===== config.mk =====
export PLATFORM = sky130hd
export DESIGN_NAME = hmvwf_top
export DESIGN_NICKNAME = d
export VERILOG_FILES = /design/src/core/hmvwf_pkg.sv /design/src/core/hmvwf_top.sv
export SDC_FILE = /design/constraint.sdc
export NUM_CORES = 1
export LEC_CHECK = 0
export BUFFER_PORTS_ARGS = -buffer_cell sky130_fd_sc_hd__buf_2
export CORE_MARGIN = 2
export CORE_UTILIZATION = 50
export DETAILED_ROUTE_END_ITERATION = 10
export GPL_TIMING_DRIVEN = 0
export PLACE_DENSITY = 0.75
export SYNTH_ARGS = -nofsm -noshare
export SYNTH_HDL_FRONTEND = slang
export SYNTH_SLANG_ARGS = --single-unit

===== constraint.sdc =====
create_clock -name clk_sys -period 2.7 [get_ports clk_sys]
set_clock_uncertainty 0.2 [all_clocks]
set_input_delay 0.27 -clock clk_sys [delete_from_list [all_inputs] [get_ports clk_sys]]
set_output_delay 0.27 -clock clk_sys [all_outputs]
set_load 0.02 [all_outputs]

===== src/core/hmvwf_pkg.sv =====
// Shared constants for the host MAC tag and wake-up filter block.
package hmvwf_pkg;

  // ==========================================================================
  // Register indices and byte addresses
  // ==========================================================================
  localparam int unsigned ADDR_W = 8;
  localparam logic [ADDR_W-1:0] IDX_FIRST_TAG = 8'h09;
  localparam logic [ADDR_W-1:0] IDX_SECOND_TAG = 8'h0a;
  localparam logic [ADDR_W-1:0] IDX_WAKE_FILTER = 8'h0b;
  localparam logic [ADDR_W-1:0] IDX_WAKE_CTRL = 8'h0c;
  localparam logic [ADDR_W-1:0] IDX_IRQ_MASK = 8'h0d;
  localparam logic [ADDR_W-1:0] ADDR_FIRST_TAG = IDX_FIRST_TAG << 2;
  localparam logic [ADDR_W-1:0] ADDR_SECOND_TAG = IDX_SECOND_TAG << 2;
  localparam logic [ADDR_W-1:0] ADDR_WAKE_FILTER = IDX_WAKE_FILTER << 2;
  localparam logic [ADDR_W-1:0] ADDR_WAKE_CTRL = IDX_WAKE_CTRL << 2;
  localparam logic [ADDR_W-1:0] ADDR_IRQ_MASK = IDX_IRQ_MASK << 2;

  // ==========================================================================
  // Field positions and reset values
  // ==========================================================================
  localparam int unsigned TAG_W = 16;
  localparam logic [TAG_W-1:0] TAG_RESET = 16'hffff;
  localparam int unsigned BIT_GLOBAL_UNICAST_EN = 9;
  localparam int unsigned BIT_WAKE_FRAME_RCVD = 6;
  localparam int unsigned BIT_MAGIC_RCVD = 5;
  localparam int unsigned BIT_WAKE_FRAME_EN = 2;
  localparam int unsigned BIT_MAGIC_EN = 1;
  localparam logic [31:0] DATA_ZERO = 32'h0000_0000;

  // ==========================================================================
  // Frame layout and length limits
  // ==========================================================================
  localparam int unsigned LEN_W = 12;
  localparam logic [LEN_W-1:0] TAG_HI_POS = 12'h00c;
  localparam logic [LEN_W-1:0] TAG_LO_POS = 12'h00d;
  localparam logic [LEN_W-1:0] LEN_PLAIN_MAX = 12'd1518;
  localparam logic [LEN_W-1:0] LEN_FIRST_TAG_MAX = 12'd1522;
  localparam logic [LEN_W-1:0] LEN_SECOND_TAG_MAX = 12'd1538;
  localparam logic [LEN_W-1:0] LEN_SATURATE = 12'hfff;
  localparam int unsigned FILTER_ENTRIES = 8;

  // ==========================================================================
  // Bus answer states
  // ==========================================================================
  typedef enum logic [0:0] {
    HMVWF_BUS_IDLE = 1'b0,
    HMVWF_BUS_DONE = 1'b1
  } hmvwf_bus_e;

endpackage : hmvwf_pkg


===== src/core/hmvwf_top.sv =====
// Tag recognition, frame length limits and wake-up filter with APB registers.
// Summary of operation
// - The first tag identifier is compared with frame bytes 13 and 14 and a match raises the limit to 1522 bytes.
// - The second tag identifier is compared with frame bytes 13 and 14 and a match raises the limit to 1538 bytes.
// - Both identifiers look at bytes 13 and 14 and come out of reset as all ones.
// - When both identifiers match the same frame the first one wins and the limit is 1522 bytes.
// - Each write to the filter port fills the entry under an internal pointer, starting at zero, then advances it.
// - After eight entries the pointer wraps to entry zero and writes repeat in the same order.
// - Any reset returns the filter pointer to zero and the filter port cannot be read.
// - With the global unicast enable at bit 9 set, a received global unicast counts as a wake-up frame.
// - A frame is a global unicast when bit 0 of its destination address is zero.
// - A valid wake-up frame sets the flag at bit 6, which holds until software writes one to it.
// - A valid magic packet sets the flag at bit 5, which holds until software writes one to it.
// - Wake-up frames from the pattern matcher are detected only while the enable at bit 2 is set; a global unicast needs only bit 9.
// - Magic packets are recognised only while the enable at bit 1 is set.
//
// The APB interface to the registers was chosen for this implementation.
module hmvwf_top #(
  parameter int unsigned FILTER_DEPTH = hmvwf_pkg::FILTER_ENTRIES
) (
  input wire logic clk_sys,
  input wire logic rst_b,
  input wire logic soft_reset,
  input wire logic psel,
  input wire logic penable,
  input wire logic pwrite,
  input wire logic [hmvwf_pkg::ADDR_W-1:0] paddr,
  input wire logic [31:0] pwdata,
  input wire logic [3:0] pstrb,
  output logic [31:0] prdata,
  output logic pready,
  output logic pslverr,
  input wire logic rx_valid,
  input wire logic [7:0] rx_data,
  input wire logic rx_last,
  input wire logic wake_pattern_hit,
  input wire logic magic_packet_hit,
  output logic frame_done,
  output logic frame_first_tag,
  output logic frame_second_tag,
  output logic frame_length_ok,
  output logic [hmvwf_pkg::LEN_W-1:0] frame_length_limit,
  output logic [FILTER_DEPTH*32-1:0] wake_filter_table,
  output logic wake_frame_enable,
  output logic magic_packet_enable,
  output logic wake_event,
  output logic irq
);
  import hmvwf_pkg::*;

  localparam int unsigned PTR_W = (FILTER_DEPTH > 1) ? $clog2(FILTER_DEPTH) : 1;

  // ==========================================================================
  // Elaboration checks
  // ==========================================================================
  // The pointer wraps by natural overflow, so the depth must be a power of two.
  if (FILTER_DEPTH < 2 || (FILTER_DEPTH & (FILTER_DEPTH - 1)) != 0) begin : g_bad_depth
    $error("hmvwf_top: FILTER_DEPTH must be a power of two of at least 2");
  end

  // ==========================================================================
  // Register state
  // ==========================================================================
  logic [TAG_W-1:0] first_tag_id_field;
  logic [TAG_W-1:0] second_tag_id_field;
  logic global_unicast_wake_enable;
  logic wake_frame_received_flag;
  logic magic_packet_received_flag;
  logic wake_frame_en;
  logic magic_en;
  logic mask_wake_frame;
  logic mask_magic;
  logic [PTR_W-1:0] filter_ptr;
  logic [31:0] wake_filter_word [FILTER_DEPTH];
  hmvwf_bus_e bus_state;

  // ==========================================================================
  // APB decode
  // ==========================================================================
  // One wait state: the answer is registered in the first access cycle and
  // presented with pready in the second, so every bus output is a flip-flop.
  logic access_end;
  logic wr_commit;
  logic addr_hit;
  logic [31:0] read_value;
  logic [31:0] wake_ctrl_view;
  logic [31:0] mask_view;

  assign access_end = psel & penable & pready;
  assign wr_commit = access_end & pwrite;

  always_comb begin
    wake_ctrl_view = DATA_ZERO;
    wake_ctrl_view[BIT_GLOBAL_UNICAST_EN] = global_unicast_wake_enable;
    wake_ctrl_view[BIT_WAKE_FRAME_RCVD] = wake_frame_received_flag;
    wake_ctrl_view[BIT_MAGIC_RCVD] = magic_packet_received_flag;
    wake_ctrl_view[BIT_WAKE_FRAME_EN] = wake_frame_en;
    wake_ctrl_view[BIT_MAGIC_EN] = magic_en;
    mask_view = DATA_ZERO;
    mask_view[BIT_WAKE_FRAME_RCVD] = mask_wake_frame;
    mask_view[BIT_MAGIC_RCVD] = mask_magic;
  end

  always_comb begin
    addr_hit = 1'b1;
    read_value = DATA_ZERO;
    case (paddr)
      ADDR_FIRST_TAG: begin
        read_value[TAG_W-1:0] = first_tag_id_field;
      end
      ADDR_SECOND_TAG: begin
        read_value[TAG_W-1:0] = second_tag_id_field;
      end
      ADDR_WAKE_FILTER: begin
        read_value = DATA_ZERO;
      end
      ADDR_WAKE_CTRL: begin
        read_value = wake_ctrl_view;
      end
      ADDR_IRQ_MASK: begin
        read_value = mask_view;
      end
      default: begin
        addr_hit = 1'b0;
      end
    endcase
  end

  always_ff @(posedge clk_sys or negedge rst_b) begin
    if (!rst_b) begin
      bus_state <= HMVWF_BUS_IDLE;
      pready <= 1'b0;
      pslverr <= 1'b0;
      prdata <= DATA_ZERO;
    end else begin
      case (bus_state)
        HMVWF_BUS_IDLE: begin
          if (psel && penable) begin
            bus_state <= HMVWF_BUS_DONE;
            pready <= 1'b1;
            pslverr <= ~addr_hit;
            prdata <= pwrite ? DATA_ZERO : read_value;
          end
        end
        HMVWF_BUS_DONE: begin
          bus_state <= HMVWF_BUS_IDLE;
          pready <= 1'b0;
          pslverr <= 1'b0;
          prdata <= DATA_ZERO;
        end
        default: begin
          bus_state <= HMVWF_BUS_IDLE;
          pready <= 1'b0;
          pslverr <= 1'b0;
          prdata <= DATA_ZERO;
        end
      endcase
    end
  end

  // ==========================================================================
  // Tag identifier registers
  // ==========================================================================
  // Byte strobes are honoured on the two low lanes; the upper half is reserved.
  always_ff @(posedge clk_sys or negedge rst_b) begin
    if (!rst_b) begin
      first_tag_id_field <= TAG_RESET;
      second_tag_id_field <= TAG_RESET;
    end else if (wr_commit) begin
      if (paddr == ADDR_FIRST_TAG) begin
        if (pstrb[0]) first_tag_id_field[7:0] <= pwdata[7:0];
        if (pstrb[1]) first_tag_id_field[15:8] <= pwdata[15:8];
      end
      if (paddr == ADDR_SECOND_TAG) begin
        if (pstrb[0]) second_tag_id_field[7:0] <= pwdata[7:0];
        if (pstrb[1]) second_tag_id_field[15:8] <= pwdata[15:8];
      end
    end
  end

  // ==========================================================================
  // Wake-up filter table
  // ==========================================================================
  // Filter words are written whole; the strobes do not apply, since a partial
  // write would still move the pointer and leave the table out of step.
  logic filter_write;
  assign filter_write = wr_commit & (paddr == ADDR_WAKE_FILTER);

  always_ff @(posedge clk_sys or negedge rst_b) begin
    if (!rst_b) begin
      filter_ptr <= '0;
    end else if (soft_reset) begin
      filter_ptr <= '0;
    end else if (filter_write) begin
      filter_ptr <= filter_ptr + PTR_W'(1);
    end
  end

  for (genvar i = 0; i < FILTER_DEPTH; i++) begin : g_filter
    always_ff @(posedge clk_sys or negedge rst_b) begin
      if (!rst_b) begin
        wake_filter_word[i] <= DATA_ZERO;
      end else if (filter_write && filter_ptr == PTR_W'(i)) begin
        wake_filter_word[i] <= pwdata;
      end
    end
    always_ff @(posedge clk_sys or negedge rst_b) begin
      if (!rst_b) begin
        wake_filter_table[i*32 +: 32] <= DATA_ZERO;
      end else begin
        wake_filter_table[i*32 +: 32] <= wake_filter_word[i];
      end
    end
  end

  // ==========================================================================
  // Frame tracking
  // ==========================================================================
  logic [LEN_W-1:0] byte_count;
  logic [7:0] tag_hi;
  logic hit_first;
  logic hit_second;
  logic unicast;
  logic [LEN_W-1:0] next_length;
  logic [15:0] tag_word;
  logic [LEN_W-1:0] limit_now;
  logic hit_first_now;
  logic hit_second_now;

  assign next_length = (byte_count == LEN_SATURATE) ? LEN_SATURATE : byte_count + LEN_W'(1);
  assign tag_word = {tag_hi, rx_data};
  assign hit_first_now = (byte_count == TAG_LO_POS) ? (tag_word == first_tag_id_field) : hit_first;
  assign hit_second_now = (byte_count == TAG_LO_POS) ? (tag_word == second_tag_id_field) : hit_second;

  assign limit_now = hit_first_now ? LEN_FIRST_TAG_MAX :
                     hit_second_now ? LEN_SECOND_TAG_MAX : LEN_PLAIN_MAX;

  always_ff @(posedge clk_sys or negedge rst_b) begin
    if (!rst_b) begin
      byte_count <= '0;
      tag_hi <= 8'h00;
      hit_first <= 1'b0;
      hit_second <= 1'b0;
      unicast <= 1'b0;
    end else if (rx_valid) begin
      byte_count <= rx_last ? '0 : next_length;
      if (byte_count == '0) begin
        unicast <= ~rx_data[0];
      end
      // Bytes 13 and 14 are compared.
      if (byte_count == TAG_HI_POS) begin
        tag_hi <= rx_data;
      end
      if (rx_last) begin
        hit_first <= 1'b0;
        hit_second <= 1'b0;
      end else begin
        hit_first <= hit_first_now;
        hit_second <= hit_second_now;
      end
    end
  end

  logic frame_end;
  assign frame_end = rx_valid & rx_last;

  always_ff @(posedge clk_sys or negedge rst_b) begin
    if (!rst_b) begin
      frame_done <= 1'b0;
      frame_first_tag <= 1'b0;
      frame_second_tag <= 1'b0;
      frame_length_ok <= 1'b0;
      frame_length_limit <= LEN_PLAIN_MAX;
    end else begin
      frame_done <= frame_end;
      if (frame_end) begin
        frame_first_tag <= hit_first_now;
        frame_second_tag <= hit_second_now & ~hit_first_now;
        frame_length_limit <= limit_now;
        frame_length_ok <= (next_length <= limit_now);
      end
    end
  end

  // ==========================================================================
  // Wake control and status
  // ==========================================================================
  logic unicast_wake;
  logic set_wake_frame;
  logic set_magic;
  logic clr_wake_frame;
  logic clr_magic;
  logic ctrl_write;
  logic mask_write;

  assign ctrl_write = wr_commit & (paddr == ADDR_WAKE_CTRL);
  assign mask_write = wr_commit & (paddr == ADDR_IRQ_MASK);
  // Global unicast qualifies as wake frame.
  assign unicast_wake = global_unicast_wake_enable & frame_end & unicast & (byte_count != '0);
  assign set_wake_frame = (wake_frame_en & wake_pattern_hit) | unicast_wake;
  assign set_magic = magic_en & magic_packet_hit;
  assign clr_wake_frame = ctrl_write & pstrb[0] & pwdata[BIT_WAKE_FRAME_RCVD];
  assign clr_magic = ctrl_write & pstrb[0] & pwdata[BIT_MAGIC_RCVD];

  always_ff @(posedge clk_sys or negedge rst_b) begin
    if (!rst_b) begin
      global_unicast_wake_enable <= 1'b0;
      wake_frame_en <= 1'b0;
      magic_en <= 1'b0;
    end else if (ctrl_write) begin
      if (pstrb[1]) global_unicast_wake_enable <= pwdata[BIT_GLOBAL_UNICAST_EN];
      if (pstrb[0]) wake_frame_en <= pwdata[BIT_WAKE_FRAME_EN];
      if (pstrb[0]) magic_en <= pwdata[BIT_MAGIC_EN];
    end
  end

  // Set wins over a clear landing in the same cycle, so no event is lost.
  always_ff @(posedge clk_sys or negedge rst_b) begin
    if (!rst_b) begin
      wake_frame_received_flag <= 1'b0;
      magic_packet_received_flag <= 1'b0;
    end else begin
      if (set_wake_frame) wake_frame_received_flag <= 1'b1;
      else if (clr_wake_frame) wake_frame_received_flag <= 1'b0;
      if (set_magic) magic_packet_received_flag <= 1'b1;
      else if (clr_magic) magic_packet_received_flag <= 1'b0;
    end
  end

  always_ff @(posedge clk_sys or negedge rst_b) begin
    if (!rst_b) begin
      mask_wake_frame <= 1'b0;
      mask_magic <= 1'b0;
    end else if (mask_write && pstrb[0]) begin
      mask_wake_frame <= pwdata[BIT_WAKE_FRAME_RCVD];
      mask_magic <= pwdata[BIT_MAGIC_RCVD];
    end
  end

  // ==========================================================================
  // Outputs toward power management and the host
  // ==========================================================================
  always_ff @(posedge clk_sys or negedge rst_b) begin
    if (!rst_b) begin
      wake_event <= 1'b0;
      irq <= 1'b0;
      wake_frame_enable <= 1'b0;
      magic_packet_enable <= 1'b0;
    end else begin
      wake_event <= set_wake_frame | set_magic;
      irq <= (wake_frame_received_flag & mask_wake_frame) | (magic_packet_received_flag & mask_magic);
      wake_frame_enable <= wake_frame_en;
      magic_packet_enable <= magic_en;
    end
  end

endmodule : hmvwf_top


==> out/metrics.cfg <==
[floorplanning]
core-area_um2=42890
ioPinCount=372
dieWidth_um=212.0
initial_utilization_pct=50.45
rows=76
dieArea_um2=44950
die_h_um=212.0

[cts]
h-tree-depth=2
clock_path_buffers=3
cts_tree=yes
clkSinkCount=606
root_buffer=clkbuf_16
cts_buffers=57
path_clk_slew_ns=0.06
clock_latency_ns=0.61

[worst_setup_path]
crit_path_top_delay_cell=dfrtp_2
crit_family=simple AND/OR/NAND/NOR gates
cp.depth=10
cp-end-kind=flop
r2r_start=byte_count[10]
cp.arrival_ns=3.17
critPathMaxFanout=4
cp.required_ns=3.02
worstRegToRegCells=10
crit_chain=nor4_4, nand2_1, nor2_4, mux2_4, and2_4, ha_1, nor2b_1, o21ai_1, o211ai_1, a31oi_1
start_kind=flop
critPathBufInv=0
crit_type=flop to flop
max_stage_delay_ns=0.43
crit_start=byte_count[10]
endpoint=frame_length_ok
r2r_slack_ns=-0.15
r2r_end=frame_length_ok

[timing]
whs_ns=-0.02432
finalCriticalPeriod_ns=2.852
setup_viol=1
min_period_over_period_pct=105.6
timing.setup.tns_ns=-0.1520
hold_violations=13
timing.final.ws_setup_ns=-0.1520
max-slew-margin-rel_pct=39.39
worst_pin_slew_ns=0.9015
max_freq_mhz=350.6
maxSlewViolCount=0
rsz0062_at_grt=yes

[grt]
grt_pass1_vias=12800
grt_antenna_before_repair=2
grt_use_total_pct=22.26
grt_max_degree=123
grt_pass1_wl_mm=75.56
gr-total-overflow=0

[synthesis]
synth_area_um2=21640
synthAdderAreaFrac_pct=0.9831
synth_top_family_by_area=multiplexers
synthCells=1294
synth.area.mux_share_pct=18.29
yosysUniqueCellTypes=53
yosys_warnings=0
synth_seq_area_share_pct=70.29
synth-simple-area-share_pct=3.331
synth_seq_cells=606
synth_area_per_cell_um2=16.72
synth_compound_area_share_pct=2.631
yosys.area_share.xor_xnor_pct=1.619

[status]
violations=negative hold slack, negative setup slack
outcome=finished with violations

[placed_design]
dp_cells=2239
preCtsSetupSlack_ns=-0.4928
gp_congestion=0.8425
postPlaceCellArea_um2=24300
hpwl_mm=31.93
port-buffer-count=337

[pwr]
peakVddDrop_mv=0.5580
p_leak_nw=14.77
p_total_mw=18.23
power_density_nw_per_um2=672.8

[route]
drt_iter0_drc=667
drc=0
ant_nets=0
vias=12090
wl_per_cell_um=20.38
viasPerCell=5.035
wirelength_mm=48.94
drtPass1Iterations=5

[finish]
syn_to_final_growth_pct=25.23
final-instance-count-excl-fill=2401
fin_area_um2=27090
postLayoutCoreUtil_pct=63.18
nNetsFinal=1850
drive_gt1_share_pct=49.04

[worst_hold_path]
min-delay-path-class=input pin to async pin

[run]
cap_viol_max_count=0

[power by group]
group	internal (mW)	switching (mW)
combinational	0.215	0.424
clock	5.07	3.37
sequential	9.12	0.0267
total	14.4	3.82
[placed cells by master, fill, tap and decap left out, drive strengths merged, types with 10 or more instances in the layout]
| master | Yosys | final |
|---|---|---|
| ha | 17 | 17 |
| clkbuf | 18 | 99 |
| o21ai | 23 | 23 |
| nor2 | 20 | 20 |
| nand3 | 12 | 12 |
| dfrtp | 572 | 572 |
| buf | 69 | 421 |
| a21oi | 22 | 22 |
| inv | 12 | 13 |
| nand4 | 13 | 13 |
| dfstp | 34 | 34 |
| nand2 | 46 | 46 |
| xnor2 | 38 | 38 |
| mux2 | 307 | 307 |
| conb | 2 | 20 |
| dlygate4sd3 | 0 | 51 |
| a22oi | 11 | 11 |
| clkinv | 1 | 10 |
[synthesized netlist by cell type (all sizes together)]
cell type	count	share of area [%]
o31ai	4	0.14
nor4b	2	0.18
dfstp	34	4.1
o211ai	1	0.035
a31oi	5	0.14
ha	17	0.98
clkbuf	18	0.31
mux2i	5	0.23
a22oi	11	0.38
a211oi	2	0.069
or3	1	0.029
o21ai	23	0.53
nor4	4	0.12
or4b	1	0.064
and3	5	0.14
nand3	12	0.51
clkinv	1	0.017
nand2	46	0.84
a41oi	1	0.040
xnor2	38	1.5
o41ai	1	0.040
a31o	6	0.24
a21oi	22	0.51
xor2	2	0.081
mux2	307	18
nor3	7	0.16
nor2	20	0.36
buf	69	2.3
a222oi	3	0.14
and4	4	0.17
o22ai	2	0.058
nor2b	7	0.20
inv	12	0.21
nand4	13	0.38
dfrtp	572	66
and2	3	0.087
conb	2	0.035
a221oi	1	0.040
nand2b	3	0.087
a21o	2	0.069
o21a	2	0.069
a22o	3	0.12
[cell type report]
| class | instances | area [um2] |
|---|---|---|
| clock inverters | 19 | 304.0 |
| flip-flops and latches | 606 | 15210 |
| fillers | 3088 | 15790 |
| repair buffers | 403 | 2429 |
| plain buffers | 84 | 556.8 |
| inverters | 13 | 48.80 |
| diodes | 1 | 2.502 |
| well taps | 585 | 732.0 |
| clock buffers | 84 | 1719 |
| multi-input cells | 606 | 6090 |
[worst min-delay path by stage]
stage                                     from                     end  slack (ns)
final                                    rst_b    wake_filter_word[23]       -0.02
after detailed placement                 rst_b   wake_filter_table[88]        0.07
after floorplan                          rst_b               bus_state       -0.23
after CTS                            pwdata[8]   first_tag_id_field[8]       0.003
after global placement    wake_filter_word[37]  wake_filter_table[197]        0.15
after global routing                     rst_b    wake_filter_word[23]       0.007
[registers in the layout, indices dropped and copies added (netlist names), 3 cells and up]
register	flops
first_tag_id_field	16
filter_ptr	3
wake_filter_word	256
prdata	16
wake_filter_table	256
second_tag_id_field	16
byte_count	12
tag_hi	8
frame_length_limit	4
[cell families after synthesis]
family,Yosys count
xor gates and xnor gates,40
adders and majority gates,17
muxes,312
other,2
AOI/OAI and AO/OA,89
and+or+nand+nor,128
DFF,606
buffers and inverters,100
[layer usage]
metal / global-route usage (%) / part of all wire, % / vias up
li1: - / - / 5381
met1: 29.05 / 42 / 6282
met2: 37.25 / 50 / 348
met3: 5.465 / 6.0 / 78
met4: 6.362 / 2.4 / 0
met5: 0 / 0 / -
[repair_timing]
| action | 4_1_cts | 5_1_grt |
|---|---|---|
| hold buffers | 49 | 2 |
| pin swaps | 18 | 6 |
| resized for setup | 27 | 10 |
| setup buffers | 9 | 1 |
| endpoints found under the setup margin | 1 | 61 |
| hold endpoints to repair | 421 | 2 |
No activity file was read; power rests on OpenSTA's default activity.
